--- src/irq_ctrl_pkg.sv ---
// Constants, register map and state types of the reset-state and
// interrupt control block; shared by its design files.
package irq_ctrl_pkg;
   localparam int PC_W = 13;
   localparam int ADDR_W = 8;
   localparam int PERI_N = 6;
   localparam int EVT_W = 3;

   // Register byte offsets on the APB side
   localparam logic [ADDR_W-1:0] OFS_CTRL = 8'h00;
   localparam logic [ADDR_W-1:0] OFS_PFLAG = 8'h04;
   localparam logic [ADDR_W-1:0] OFS_PEN = 8'h08;
   localparam logic [ADDR_W-1:0] OFS_STAT = 8'h0c;
   localparam logic [ADDR_W-1:0] OFS_PCAUSE = 8'h10;
   localparam logic [ADDR_W-1:0] OFS_OPT = 8'h14;
   localparam logic [ADDR_W-1:0] OFS_TMR = 8'h18;
   localparam logic [ADDR_W-1:0] OFS_PC = 8'h1c;
   localparam logic [ADDR_W-1:0] OFS_EVT = 8'h20;
   localparam logic [ADDR_W-1:0] OFS_EMASK = 8'h24;

   // Field positions of irq_control_reg
   localparam int GIE_BIT = 7;
   localparam int PGE_BIT = 6;
   localparam int TMR_FLAG = 2;
   localparam int EXT_FLAG = 1;
   localparam int PORT_FLAG = 0;
   // Status register cause bits
   localparam int TO_BIT = 4;
   localparam int PD_BIT = 3;
   // Power cause register bits (active low causes); EDGE_SEL_BIT is in the option register
   localparam int PORN_BIT = 1;
   localparam int BORN_BIT = 0;
   localparam int EDGE_SEL_BIT = 6;
   // Event status bits
   localparam int EV_VECTOR = 0;
   localparam int EV_WAKE = 1;
   localparam int EV_RESET = 2;

   localparam logic [PC_W-1:0] RESET_PC = 13'h0000;
   localparam logic [PC_W-1:0] VECTOR_PC = 13'h0004;
   localparam logic [7:0] OPT_RST = 8'hff;
   localparam logic [7:0] TMR_TOP = 8'hff;
   localparam logic [1:0] Q_LAST = 2'h3;
   // Instruction boundaries waited after the first one seeing a request
   localparam logic [1:0] LAT_WAIT = 2'h2;
   // Most clocks a ready request may wait for its vector
   localparam logic [3:0] REQ_AGE_MAX = 4'hc;

   typedef enum logic {
      RUNNING = 1'b0,
      SLEEPING = 1'b1
   } run_state_e;
endpackage

--- src/sync3_level.sv ---
// Three-flop synchroniser for a pin level; the output changes only
// once the second and third flops agree.
// Assumes one clock and a synchronous-release active-low reset.
`timescale 1ns/1ps
module sync3_level #(
   parameter logic RST_VAL = 1'b0
) (
   input wire logic clk_i, // Block clock
   input wire logic rst_n_i, // Active-low reset
   input wire logic async_i, // Pin from outside
   output logic level_o // Filtered level
);
   typedef struct packed {
      logic [2:0] ff;
      logic lvl;
   } sync_s;

   sync_s st_r;
   sync_s st_nxt;

   always_comb begin
      st_nxt = st_r;
      st_nxt.ff = {st_r.ff[1:0], async_i};
      if (st_r.ff[1] == st_r.ff[2]) begin
         st_nxt.lvl = st_r.ff[2];
      end
   end

   always_ff @(posedge clk_i or negedge rst_n_i) begin
      if (!rst_n_i) begin
         st_r <= {{3{RST_VAL}}, RST_VAL};
      end else begin
         st_r <= st_nxt;
      end
   end

   // Agreement passes straight through, saving a clock of latency
   assign level_o = (st_r.ff[1] == st_r.ff[2]) ? st_r.ff[2] : st_r.lvl;
endmodule

--- src/instr_phase_div.sv ---
// Quarter-phase counter: four clocks make one instruction cycle.
// Assumes the block clock and reset of the top module.
`timescale 1ns/1ps
module instr_phase_div
   import irq_ctrl_pkg::*;
(
   input wire logic clk_i, // Block clock
   input wire logic rst_n_i, // Active-low reset
   output logic tick_o // Last quarter of a cycle
);
   typedef struct packed {
      logic [1:0] q;
   } div_s;

   div_s st_r;
   div_s st_nxt;

   always_comb begin
      st_nxt = st_r;
      st_nxt.q = 2'(st_r.q + 2'h1);
   end

   always_ff @(posedge clk_i or negedge rst_n_i) begin
      if (!rst_n_i) begin
         st_r <= '0;
      end else begin
         st_r <= st_nxt;
      end
   end

   assign tick_o = (st_r.q == Q_LAST);
endmodule

--- src/reset_state_and_interrupt_control.sv ---
// Interrupt control and reset-state logic with an APB register slave.
// Assumes the core, port logic, brown-out detector and watchdog share
// ref_clk_i; the two pins arrive asynchronously.
`timescale 1ns/1ps
module reset_state_and_interrupt_control
   import irq_ctrl_pkg::*;
(
   input wire logic ref_clk_i, // 20 MHz clock
   input wire logic reset_n_i, // Async power-on reset
   input wire logic psel_i, // APB select
   input wire logic penable_i, // APB enable
   input wire logic pwrite_i, // APB write
   input wire logic [irq_ctrl_pkg::ADDR_W-1:0] paddr_i, // APB address
   input wire logic [31:0] pwdata_i, // APB write data
   output logic [31:0] prdata_o, // APB read data
   output logic pready_o, // APB ready
   output logic pslverr_o, // APB error
   input wire logic external_irq_pin_i, // External interrupt pin
   input wire logic external_reset_pin_n_i, // External reset pin
   input wire logic port_change_i, // Port change pulse
   input wire logic [irq_ctrl_pkg::PERI_N-1:0] peri_evt_i, // Peri events
   input wire logic timer_tick_i, // Timer count pulse
   input wire logic brown_out_i, // Brown-out reset pulse
   input wire logic watchdog_timeout_i, // Watchdog time-out pulse
   input wire logic sleep_i, // Sleep instruction pulse
   input wire logic return_from_irq_instr_i, // Return pulse
   input wire logic pc_load_i, // Core branch at boundary
   input wire logic [irq_ctrl_pkg::PC_W-1:0] pc_load_val_i, // Target
   output logic [irq_ctrl_pkg::PC_W-1:0] pc_o, // Program counter
   output logic push_o, // Push return address
   output logic [irq_ctrl_pkg::PC_W-1:0] ret_addr_o, // Address pushed
   output logic asleep_o, // Core is asleep
   output logic irq_o // Event interrupt
);
   import irq_ctrl_pkg::*;

   typedef struct packed {
      logic por_pend;
      logic [7:0] ctrl;
      logic [PERI_N-1:0] pflag;
      logic [PERI_N-1:0] pen;
      logic [7:0] stat;
      logic [1:0] pcause;
      logic [7:0] opt;
      logic [7:0] tmr;
      logic [PC_W-1:0] pc;
      run_state_e mode;
      logic [1:0] lat;
      logic [EVT_W-1:0] evt;
      logic [EVT_W-1:0] emask;
      logic [31:0] prdata;
      logic ext_prev;
      logic external_reset_pin_prev;
      logic push;
      logic [PC_W-1:0] ret;
      logic [3:0] req_age;
   } ctl_s;

   ctl_s st_r;
   ctl_s st_nxt;
   logic [1:0] rsync_r;
   logic rst_n;
   logic tick;
   logic ext_lvl;
   logic external_reset_pin_lvl;
   logic wr;
   logic rd_acc;
   logic setup;
   logic mapped;
   logic en_any;
   logic req;
   logic pin_edge;
   logic external_reset_pin_fall;
   logic wdt_rst;
   logic rst_evt;
   logic [31:0] rdv;

   // Reset release through two flops
   always_ff @(posedge ref_clk_i or negedge reset_n_i) begin
      if (!reset_n_i) begin
         rsync_r <= 2'h0;
      end else begin
         rsync_r <= {rsync_r[0], 1'b1};
      end
   end
   assign rst_n = rsync_r[1];

   instr_phase_div u_div (
      .clk_i(ref_clk_i),
      .rst_n_i(rst_n),
      .tick_o(tick)
   );

   sync3_level #(.RST_VAL(1'b0)) u_ext_sync (
      .clk_i(ref_clk_i),
      .rst_n_i(rst_n),
      .async_i(external_irq_pin_i),
      .level_o(ext_lvl)
   );

   sync3_level #(.RST_VAL(1'b1)) u_external_reset_pin_sync (
      .clk_i(ref_clk_i),
      .rst_n_i(rst_n),
      .async_i(external_reset_pin_n_i),
      .level_o(external_reset_pin_lvl)
   );

   assign setup = psel_i & ~penable_i;
   assign wr = psel_i & penable_i & pwrite_i;
   assign rd_acc = psel_i & penable_i & ~pwrite_i;
   assign mapped = (paddr_i <= OFS_EMASK) && (paddr_i[1:0] == 2'h0);

   // Core flags pair with enables 5:3; peripherals need the group bit
   assign en_any = |(st_r.ctrl[2:0] & st_r.ctrl[5:3])
      | (st_r.ctrl[PGE_BIT] & |(st_r.pflag & st_r.pen));
   assign req = st_r.ctrl[GIE_BIT] & en_any;

   assign pin_edge = st_r.opt[EDGE_SEL_BIT]
      ? (ext_lvl & ~st_r.ext_prev)
      : (~ext_lvl & st_r.ext_prev);
   assign external_reset_pin_fall = ~external_reset_pin_lvl & st_r.external_reset_pin_prev;
   assign wdt_rst = watchdog_timeout_i & (st_r.mode == RUNNING);
   assign rst_evt = st_r.por_pend | brown_out_i | external_reset_pin_fall | wdt_rst;

   always_comb begin
      rdv = 32'h0;
      case (paddr_i)
         OFS_CTRL: rdv = {24'h0, st_r.ctrl};
         OFS_PFLAG: rdv = {26'h0, st_r.pflag};
         OFS_PEN: rdv = {26'h0, st_r.pen};
         OFS_STAT: rdv = {24'h0, st_r.stat};
         OFS_PCAUSE: rdv = {30'h0, st_r.pcause};
         OFS_OPT: rdv = {24'h0, st_r.opt};
         OFS_TMR: rdv = {24'h0, st_r.tmr};
         OFS_PC: rdv = {19'h0, st_r.pc};
         OFS_EVT: rdv = {29'h0, st_r.evt};
         OFS_EMASK: rdv = {29'h0, st_r.emask};
         default: rdv = 32'h0;
      endcase
   end

   always_comb begin
      st_nxt = st_r;
      st_nxt.por_pend = 1'b0;
      st_nxt.push = 1'b0;
      st_nxt.ext_prev = ext_lvl;
      st_nxt.external_reset_pin_prev = external_reset_pin_lvl;
      // Clocks a request has waited; watched by the latency check
      st_nxt.req_age = (req && st_r.mode == RUNNING && external_reset_pin_lvl)
         ? 4'(st_r.req_age + 4'h1) : 4'h0;
      if (setup) begin
         st_nxt.prdata = rdv;
      end
      if (rd_acc && paddr_i == OFS_EVT) begin
         st_nxt.evt = '0;
      end
      if (wr) begin
         case (paddr_i)
            OFS_CTRL: st_nxt.ctrl = pwdata_i[7:0];
            OFS_PFLAG: st_nxt.pflag = pwdata_i[PERI_N-1:0];
            OFS_PEN: st_nxt.pen = pwdata_i[PERI_N-1:0];
            OFS_STAT: st_nxt.stat = {pwdata_i[7:5], st_r.stat[4:3],
                                     pwdata_i[2:0]};
            OFS_PCAUSE: st_nxt.pcause = pwdata_i[1:0];
            OFS_OPT: st_nxt.opt = pwdata_i[7:0];
            OFS_TMR: st_nxt.tmr = pwdata_i[7:0];
            OFS_EMASK: st_nxt.emask = pwdata_i[EVT_W-1:0];
            default: ;
         endcase
      end
      // Hardware sets land after the write so no flag event is lost; a timer tick during a TMR write is dropped
      if (timer_tick_i && !(wr && paddr_i == OFS_TMR)) begin
         st_nxt.tmr = 8'(st_r.tmr + 8'h01);
         if (st_r.tmr == TMR_TOP) begin
            st_nxt.ctrl[TMR_FLAG] = 1'b1;
         end
      end
      if (pin_edge) begin
         st_nxt.ctrl[EXT_FLAG] = 1'b1;
      end
      if (port_change_i) begin
         st_nxt.ctrl[PORT_FLAG] = 1'b1;
      end
      st_nxt.pflag = st_nxt.pflag | peri_evt_i;
      if (return_from_irq_instr_i) begin
         st_nxt.ctrl[GIE_BIT] = 1'b1;
      end
      case (st_r.mode)
         RUNNING: begin
            if (sleep_i) begin
               st_nxt.mode = SLEEPING;
               st_nxt.stat[TO_BIT] = 1'b1;
               st_nxt.stat[PD_BIT] = 1'b0;
            end else if (tick && external_reset_pin_lvl) begin
               // Flags stay set: a still-set flag retriggers
               if (req && st_r.lat == LAT_WAIT) begin
                  st_nxt.ctrl[GIE_BIT] = 1'b0;
                  st_nxt.push = 1'b1;
                  st_nxt.ret = st_r.pc;
                  st_nxt.pc = VECTOR_PC;
                  st_nxt.lat = 2'h0;
                  st_nxt.evt[EV_VECTOR] = 1'b1;
               end else begin
                  // Fixed boundary count gives the same latency for
                  // one- and two-cycle instructions
                  st_nxt.lat = req ? 2'(st_r.lat + 2'h1) : 2'h0;
                  st_nxt.pc = pc_load_i ? pc_load_val_i
                                        : PC_W'(st_r.pc + 13'h1);
               end
            end
         end
         SLEEPING: begin
            if (watchdog_timeout_i) begin
               st_nxt.mode = RUNNING;
               st_nxt.stat[TO_BIT] = 1'b0;
               st_nxt.stat[PD_BIT] = 1'b0;
               st_nxt.pc = PC_W'(st_r.pc + 13'h1);
               st_nxt.evt[EV_WAKE] = 1'b1;
            end else if (en_any) begin
               st_nxt.mode = RUNNING;
               st_nxt.stat[TO_BIT] = 1'b1;
               st_nxt.stat[PD_BIT] = 1'b0;
               st_nxt.evt[EV_WAKE] = 1'b1;
               if (st_r.ctrl[GIE_BIT]) begin
                  st_nxt.ctrl[GIE_BIT] = 1'b0;
                  st_nxt.push = 1'b1;
                  st_nxt.ret = PC_W'(st_r.pc + 13'h1);
                  st_nxt.pc = VECTOR_PC;
                  st_nxt.evt[EV_VECTOR] = 1'b1;
               end else begin
                  st_nxt.pc = PC_W'(st_r.pc + 13'h1);
               end
            end
         end
         default: st_nxt.mode = RUNNING;
      endcase
      // Resets override pc, ctrl, pflag, pen, opt, mode and push set above; por beats brown-out
      if (rst_evt) begin
         st_nxt.pc = RESET_PC;
         st_nxt.ctrl = {7'h00, st_r.ctrl[PORT_FLAG]};
         st_nxt.pflag = '0;
         st_nxt.pen = '0;
         st_nxt.opt = OPT_RST;
         st_nxt.mode = RUNNING;
         st_nxt.lat = 2'h0;
         st_nxt.push = 1'b0;
         st_nxt.stat[7:5] = 3'h0;
         if (!st_r.por_pend) begin
            st_nxt.evt[EV_RESET] = 1'b1;
         end
         if (st_r.por_pend) begin
            st_nxt.stat[4:3] = 2'b11;
            st_nxt.pcause[PORN_BIT] = 1'b0;
         end else if (brown_out_i) begin
            st_nxt.stat[4:3] = 2'b11;
            st_nxt.pcause[BORN_BIT] = 1'b0;
         end else if (external_reset_pin_fall) begin
            if (st_r.mode == SLEEPING) begin
               st_nxt.stat[4:3] = 2'b10;
            end
         end else begin
            st_nxt.stat[4:3] = 2'b01;
         end
      end
   end

   always_ff @(posedge ref_clk_i or negedge rst_n) begin
      if (!rst_n) begin
         st_r <= '0;
         st_r.por_pend <= 1'b1;
         st_r.external_reset_pin_prev <= 1'b1;
         st_r.opt <= OPT_RST;
      end else begin
         st_r <= st_nxt;
      end
   end

   assign prdata_o = st_r.prdata;
   assign pready_o = 1'b1;
   assign pslverr_o = psel_i & penable_i & ~mapped;
   assign pc_o = st_r.pc;
   assign push_o = st_r.push;
   assign ret_addr_o = st_r.ret;
   assign asleep_o = (st_r.mode == SLEEPING);
   // Level output: high while an event bit enabled in EMASK is set; a read of the event register clears the bits
   assign irq_o = |(st_r.evt & st_r.emask);
endmodule

--- config.mk ---
export PLATFORM = sky130hd
export DESIGN_NAME = reset_state_and_interrupt_control
export DESIGN_NICKNAME = d
export VERILOG_FILES = /design/src/irq_ctrl_pkg.sv /design/src/sync3_level.sv /design/src/instr_phase_div.sv /design/src/reset_state_and_interrupt_control.sv
export SDC_FILE = /design/constraint.sdc
export NUM_CORES = 1
export LEC_CHECK = 0
export BUFFER_PORTS_ARGS = -buffer_cell sky130_fd_sc_hd__buf_2
export CAP_MARGIN = 10
export CORE_MARGIN = 2
export CORE_UTILIZATION = 30
export DETAILED_ROUTE_END_ITERATION = 8
export PLACE_DENSITY_LB_ADDON = 0.12
export SETUP_SLACK_MARGIN = 0.4
export SLEW_MARGIN = 20
export SYNTH_ARGS = -nofsm -noshare
export SYNTH_HDL_FRONTEND = slang
export SYNTH_SLANG_ARGS = --single-unit
--- constraint.sdc ---
create_clock -name ref_clk_i -period 8.7 [get_ports ref_clk_i]
set_clock_uncertainty 0.05 [all_clocks]
set_input_delay 0.435 -clock ref_clk_i [delete_from_list [all_inputs] [get_ports ref_clk_i]]
set_output_delay 0.435 -clock ref_clk_i [all_outputs]
set_load 0.02 [all_outputs]
==> results.sh, run 1 <==
export IMPL_cts_sinks=108
export IMPL_htree_levels=3
export IMPL_timing_rr_start="st_r[112]"
export IMPL_cell_area_synth_mm2=0.00620
export IMPL_synth_ff_type="dfrtp_1"
export IMPL_yosys_cell_types_count=67
export IMPL_worst_path_max_fanout=7
export IMPL_routed_wirelength_um=18500
export IMPL_hold_class="primary input to flop"
export IMPL_placement_rows=52
export IMPL_power_total_mw=1.07
export IMPL_cp_data_required_time_ps=8890
export IMPL_final_max_slew_viol_count=0
export IMPL_startpoint_type="flop"
export IMPL_post_synth_top_area_fraction_pct=38.4
export IMPL_syn_inst=652
export IMPL_grt_util_all_layers_pct=17.3
export IMPL_worst_slew_pin_slew_ps=975
export IMPL_port_buffers=91
export IMPL_worst_r2r_setup_slack_ps=6130
export IMPL_hold_crit_start="external_irq_pin_i"
export IMPL_outcome="finished clean"
export IMPL_dieWidth_um=148
export IMPL_arrival_ps=2760
export IMPL_final_period_minus_worst_setup_slack_ps=2570
export IMPL_estimated_wirelength_of_the_detail_placed_design_um=13800
export IMPL_synth_yosys_seq_area_share_pct=43.9
export IMPL_post_route_util_pct=33.5
export IMPL_r2r_cells=6
export IMPL_grt_pass1_wl_um=28800
export IMPL_globalRouteOverflowTotal=0
export IMPL_area_of_placed_instances_mm2=0.00650
export IMPL_vdd_ir_drop_worst_uv=80.7
export IMPL_final_design_area_no_fill_mm2=0.00678
export IMPL_tritoncts_num_buffers=9
export IMPL_io_pin_count=136
export IMPL_final_net_count=765
export IMPL_clock_tree_from_tritoncts="yes"
export IMPL_crit_path_end_kind="flop"
export IMPL_yosysMostFrequentCell="dfrtp_1"
export IMPL_placedCellCount=946
export IMPL_initial_utilization_pct=30.6
export IMPL_worst_case_clock_buffer_depth=2
export IMPL_grt_setup_unrepaired="false"
export IMPL_final_count_of_negative_setup_slack_endpoints=0
export IMPL_timing_final_hold_violations=0
export IMPL_criticalPathCategory="flop to flop"
export IMPL_die_area_mm2=0.0218
export IMPL_power_density_cell_area_mw_per_mm2=158
export IMPL_drc=0
export IMPL_netlist_top_cells_count="dfrtp_1, nand2_1, buf_4, nor2_1, a21oi_1"
export IMPL_totalNegativeSetupSlack_ps=0
export IMPL_worst_hold_path_endpoint="u_ext_sync.st_nxt[2]"
export IMPL_avgViaCountPerCell=5.19
export IMPL_timing_slew_headroom_pct=35.0
export IMPL_detail_route_first_pass_iterations=5
export IMPL_min_path_cells=1
export IMPL_largest_net_degree_at_the_start_of_global_routing=66
export IMPL_insertedDiodeCount=0
export IMPL_timing_max_cap_violations=0
export IMPL_clk_root_buffer_cell="clkbuf_16"
export IMPL_timing_final_crit_share_pct=29.5
export IMPL_clock_slew_seen_by_the_registers_of_the_worst_setup_and_hold_paths_ps=70
export IMPL_final_layout_size_suffix_gt1_share_pct=21.5
export IMPL_synth_area_leaders="dfrtp_1, buf_4, dfstp_2"
export IMPL_cts_post_setup_buffers_inserted=0
export IMPL_post_layout_nonfiller_instances=963
export IMPL_drt_antenna_violating_nets=0
export IMPL_final_wtd_congestion=0.867
export IMPL_yosysWarnings=0
export IMPL_power_leakage_nw=3.16
export IMPL_worst_skew_pair_late_latency_ps=360
export IMPL_synthArstFlopShare_pct=100
export IMPL_dr_total_vias=4999
export IMPL_vias_in_the_first_global_route=4897
export IMPL_grt_antenna_before_repair=0
export IMPL_synth_seq_cells=108
export IMPL_fp_dieH_um=148
export IMPL_drtIter0Drc=463
export IMPL_max_clock_freq_ghz=0.389
export IMPL_post_synth_cell_area_avg_um2=9.50
export IMPL_area_growth_pct=9.45
export IMPL_number_of_synthesized_flops_with_an_enable_pin=0
export IMPL_coreArea_mm2=0.0202
export IMPL_regToRegEndpoint="pc_o[10]"
export IMPL_routed_wire_length_per_instance_um=19.2
export IMPL_post_synth_top_area_cell="dfrtp_1"
==> state kept, by name, summed over array words and instances, names as in the netlist <==
signal	flops
asleep_o	1
pc_o	13
prdata_o	13
push_o	1
ret_addr_o	13
rsync_r	2
st_r	56
u_div.st_r	2
u_ext_sync.st_nxt	2
u_ext_sync.st_r	1
u_external_reset_pin_sync.st_nxt	2
u_external_reset_pin_sync.st_r	2
==> layer usage <==
| layer | routed length, um | GRT usage (%) | up-vias |
|---|---|---|---|
| met5 | 0 | 0 | - |
| met4 | 293 | 5.38 | 0 |
| met3 | 1070 | 3.58 | 19 |
| met2 | 8270 | 26.0 | 160 |
| met1 | 8890 | 24.8 | 2471 |
| li1 | - | - | 2349 |
==> logic make-up after synthesis <==
group / Yosys count / synth area share (%)
compound gates: 174 / 19.8
mux: 30 / 5.03
other cells: 2 / 0.121
flops: 108 / 43.9
buf+inv: 112 / 10.8
fa+ha+maj: 6 / 1.13
xor+xnor: 18 / 2.54
simple gates: 202 / 16.7
==> through the flow <==
| step | setup WS (ps) | hold slack (ps) |
|---|---|---|
| final | 6130 | 127 |
| after global routing | 5970 | 110 |
| after CTS | 6180 | 112 |
| after detailed placement | 6180 | 179 |
| after global placement | 6170 | 173 |
| after floorplan | 5440 | 89.4 |
==> how the worst max path moves through the flow <==
stage                     endpoint  startpoint  cells past startpoint  slack, ps
after floorplan           asleep_o  rsync_r[1]                      0       5440
after global placement    pc_o[10]   st_r[112]                      6       6170
after detailed placement  st_r[83]  paddr_i[1]                      7       6180
after CTS                 pc_o[10]   st_r[112]                      6       6180
after global routing      pc_o[10]   st_r[112]                      6       5970
final                     pc_o[10]   st_r[112]                      6       6130
==> timing repair <==
item,CTS,global route
endpoints found under the hold margin,2,0
setup endpoints to repair,0,0
hold buffers,1,0
gates resized for setup,0,0
==> where the power goes <==
group	internal, mW	total, mW	switching [mW]
clock	0.194	0.390	0.196
combinational	0.0459	0.119	0.0732
sequential	0.527	0.565	0.0377
total	0.767	1.07	0.307
==> placed cells by master, fill, tap and decap left out, types with 5 or more instances in the layout <==
cell type / synthesis / final
o22ai_1: 6 / 6
a22oi_1: 22 / 22
a21oi_1: 40 / 40
xnor2_1: 7 / 7
nand3_1: 27 / 27
a221o_1: 8 / 8
a22o_1: 20 / 20
nand4_1: 7 / 7
o21ai_0: 29 / 29
nand2b_1: 8 / 8
and3_1: 7 / 7
nand2_1: 67 / 67
buf_2: 13 / 91
nor2_1: 43 / 43
dfrtp_1: 95 / 94
dfstp_2: 13 / 13
mux2_2: 9 / 9
a31oi_1: 6 / 6
nor3_1: 10 / 10
a21o_1: 6 / 6
xor2_1: 11 / 11
a211oi_1: 5 / 5
clkbuf_16: 0 / 9
mux2i_1: 21 / 21
a222oi_1: 7 / 7
conb_1: 2 / 22
inv_1: 21 / 21
==> final cells by class <==
class,instances,area (um2)
flip-flops and latches,108,2720
multi-input cells,452,2880
clock inverters,6,38.8
clock buffers,10,229
fillers,2099,13500
well taps,270,338
inverters,22,82.6
repair buffers,95,488
==> critical path, cell delays in order, from the launching register on <==
cell	delay, ps
dfrtp_1	450
a222oi_1	630
o31ai_1	180
nor2_1	530
nand2b_1	290
a21boi_0	230
o21ai_0	90
No activity file was read; power rests on OpenSTA's default activity.
==> run 2, diff against run 1 <==
- ABC_AREA: not set -> 1
- clock period: 8.7 -> 2.16 ns (I/O delays scaled with it)
==> run 2 against run 1 <==
Non-clock buffer count grew 40. Wire length is 8.9% higher. Utilization up 2.3 points. Via count is 17% higher. Worst setup slack got worse by 5700 ps. Critical path depth is 4 higher. Area after synthesis up 5.6%. Sequential share of layout area fell by 4.9 points. Total power rose to 4.3 times the previous value. Critical endpoint is now pc_o[1].
==> results.sh, run 2 <==
export IMPL_outcome="finished clean"
export IMPL_final_wtd_congestion=0.800
export IMPL_netlist_top_cells_count="nand2_1, dfrtp_1, nand3_1, inv_1, nor2_1"
export IMPL_yosysMostFrequentCell="nand2_1"
export IMPL_worst_skew_pair_late_latency_ps=360
export IMPL_dr_total_vias=5851
export IMPL_globalRouteMet3Util_pct=2.01
export IMPL_synth_ff_type="dfrtp_1"
export IMPL_cpMaxStageDelayCell="dfstp_2"
export IMPL_hold_class="primary input to flop"
export IMPL_avgViaCountPerCell=4.75
export IMPL_syn_inst=867
export IMPL_final_layout_size_suffix_gt1_share_pct=24.6
export IMPL_coreArea_mm2=0.0216
export IMPL_crit_path_end_kind="flop"
export IMPL_worst_slew_pin_slew_ps=751
export IMPL_largest_net_degree_at_the_start_of_global_routing=59
export IMPL_timing_final_hold_violations=0
export IMPL_estimated_wirelength_of_the_detail_placed_design_um=14700
export IMPL_largest_register="st_r"
export IMPL_mostFrequentLayoutCells="nand2_1, buf_2, dfrtp_1"
export IMPL_largest_reg_flops=56
export IMPL_vias_in_the_first_global_route=5464
export IMPL_n_fill_cell=2403
export IMPL_cts_sinks=108
export IMPL_port_buffers=91
export IMPL_placement_rows=54
export IMPL_detail_route_first_pass_iterations=5
export IMPL_clock_slew_seen_by_the_registers_of_the_worst_setup_and_hold_paths_ps=70
export IMPL_power_total_mw=4.59
export IMPL_critical_path_n_buffers_inverters=2
export IMPL_initial_utilization_pct=30.3
export IMPL_synth_area_leaders="dfrtp_1, nand2_1, buf_4"
export IMPL_io_pin_count=136
export IMPL_number_of_synthesized_flops_with_an_enable_pin=0
export IMPL_yosys_cell_types_count=42
export IMPL_routed_wire_length_per_instance_um=16.4
export IMPL_arrival_ps=1930
export IMPL_critPathTopFamily="simple AND/OR/NAND/NOR gates"
export IMPL_power_leakage_nw=3.94
export IMPL_final_count_of_negative_setup_slack_endpoints=0
export IMPL_grt_pass1_wl_um=31700
export IMPL_final_net_count=1025
export IMPL_fp_dieH_um=152
export IMPL_post_synth_cell_area_avg_um2=7.54
export IMPL_grt_util_all_layers_pct=18.2
export IMPL_final_max_slew_viol_count=0
export IMPL_timing_slew_headroom_pct=49.9
export IMPL_dieWidth_um=152
export IMPL_synthArstFlopShare_pct=100
export IMPL_synth_seq_cells=108
export IMPL_max_clock_freq_ghz=0.579
export IMPL_final_period_minus_worst_setup_slack_ps=1730
export IMPL_critical_path_cell_by_cell="inv_4 > nand3_4 > nand2_4 > nor2_4 > nand4_1 > nand3_2 > nor2_4 > buf_6 > nand2_2 > nand2_2"
export IMPL_cp_data_required_time_ps=2360
export IMPL_tritoncts_num_buffers=9
export IMPL_worst_path_max_fanout=7
export IMPL_timing_final_crit_share_pct=80.0
export IMPL_grt_setup_unrepaired="true"
export IMPL_htree_levels=3
export IMPL_drtIter0Drc=291
export IMPL_totalNegativeSetupSlack_ps=0
export IMPL_area_growth_pct=18.3
export IMPL_cell_area_synth_mm2=0.00654
export IMPL_post_synth_top_area_fraction_pct=36.3
export IMPL_insertedDiodeCount=0
export IMPL_startpoint_type="flop"
export IMPL_drc=0
export IMPL_vdd_ir_drop_worst_uv=354
export IMPL_globalRouteMet1Util_pct=27.0
export IMPL_die_area_mm2=0.0230
export IMPL_criticalPathCategory="flop to flop"
export IMPL_drt_antenna_violating_nets=0
export IMPL_grt_antenna_before_repair=0
export IMPL_clk_root_buffer_cell="clkbuf_16"
export IMPL_routed_wirelength_um=20200
export IMPL_yosysWarnings=0
export IMPL_synth_yosys_seq_area_share_pct=41.6
export IMPL_timing_critical_path_slowest_cell_delay_ps=560
export IMPL_clock_tree_from_tritoncts="yes"
export IMPL_mostFrequentLayoutCell="nand2_1"
export IMPL_worst_case_clock_buffer_depth=2
export IMPL_globalRouteOverflowTotal=0
export IMPL_power_density_cell_area_mw_per_mm2=594
export IMPL_timing_max_cap_violations=0
export IMPL_grt_busiest_layer="met2"
export IMPL_groute_layer_met2_usage_pct=27.7
export IMPL_post_synth_top_area_cell="dfrtp_1"
## run 2: cell count changes after synthesis, sizes merged, moves of 19 or more
cell	before	now
a22o	20	1
nor2	46	81
inv	22	88
nand3	28	83
a22oi	22	0
mux2i	21	0
o21ai	32	53
nand2	68	251
nand4	7	33
## run 2: area by class of cell
type	instances	area (um2)	area share (%)
Tap cell	280	350	4.53
Clock buffer	13	250	3.23
Timing Repair Buffer	135	905	11.7
Sequential cell	108	2730	35.3
Multi-Input combinational cell	604	3110	40.2
Clock inverter	3	46.3	0.598
Inverter	90	343	4.43
## run 2: what timing repair did
action | in CTS | in global routing
cloned | 1 | 1
endpoints found under the setup margin | 41 | 41
buffers inserted | 2 | 3
endpoints found under the hold margin | 21 | 0
resized for setup | 12 | 48
hold buffers | 19 | 0
pin swaps | 5 | 8
## run 2: worst paths after layout
| path | slack (ps) | to | startpoint | cells past startpoint |
|---|---|---|---|---|
| setup / recovery | 430 | pc_o[1] | u_external_reset_pin_sync.st_nxt[3] | 10 |
| hold / removal | 20 | st_r[90] | pwdata_i[0] | 3 |
| setup reg to reg | 430 | pc_o[1] | u_external_reset_pin_sync.st_nxt[3] | 10 |
| hold reg to reg | 270 | st_r[81] | rsync_r[1] | 1 |
| max in group asynchronous | 1390 | rsync_r[1] | reset_n_i | 3 |
| min in group asynchronous | 270 | st_r[81] | rsync_r[1] | 1 |
## run 2: metal layers
layer / wire length, um / vias up
met5: 0 / -
met4: 273 / 0
met3: 817 / 12
met2: 8980 / 135
met1: 10100 / 2799
li1: - / 2905
## run 2: logic make-up after synthesis
family,after synthesis,synth area share (%)
flops,108,41.6
fa+ha+maj,4,0.765
other cells,2,0.115
xor+xnor,10,1.34
compound gates,112,9.70
buf+inv,175,14.1
simple gates,456,32.4
## run 2: power breakdown
group | internal, mW | leakage, nW | switching, mW
clock | 0.938 | 0.140 | 0.810
combinational | 0.224 | 2.40 | 0.428
sequential | 2.11 | 1.40 | 0.0810
total | 3.28 | 3.94 | 1.32
## run 2: stage by stage
| step | instances | area, um2 | utilization [%] | hold slack, ps | setup slack (ps) |
|---|---|---|---|---|---|
| global route | 1233 | 7740 | 35.8 | 48.1 | 352 |
| global placement | 1191 | 7000 | 32.4 | -154 | 171 |
| CTS | 1229 | 7560 | 35.0 | 5.20 | 407 |
| finish | 1233 | 7740 | 35.8 | 18.3 | 432 |
| floorplan | 887 | 6620 | - | -238 | 511 |
| detailed placement | 1191 | 7000 | 32.4 | -154 | 144 |
## run 2: tightest hold or removal path: stages
cell and delay (ps):
buf_2 90, o22ai_1 70, a21oi_1 120
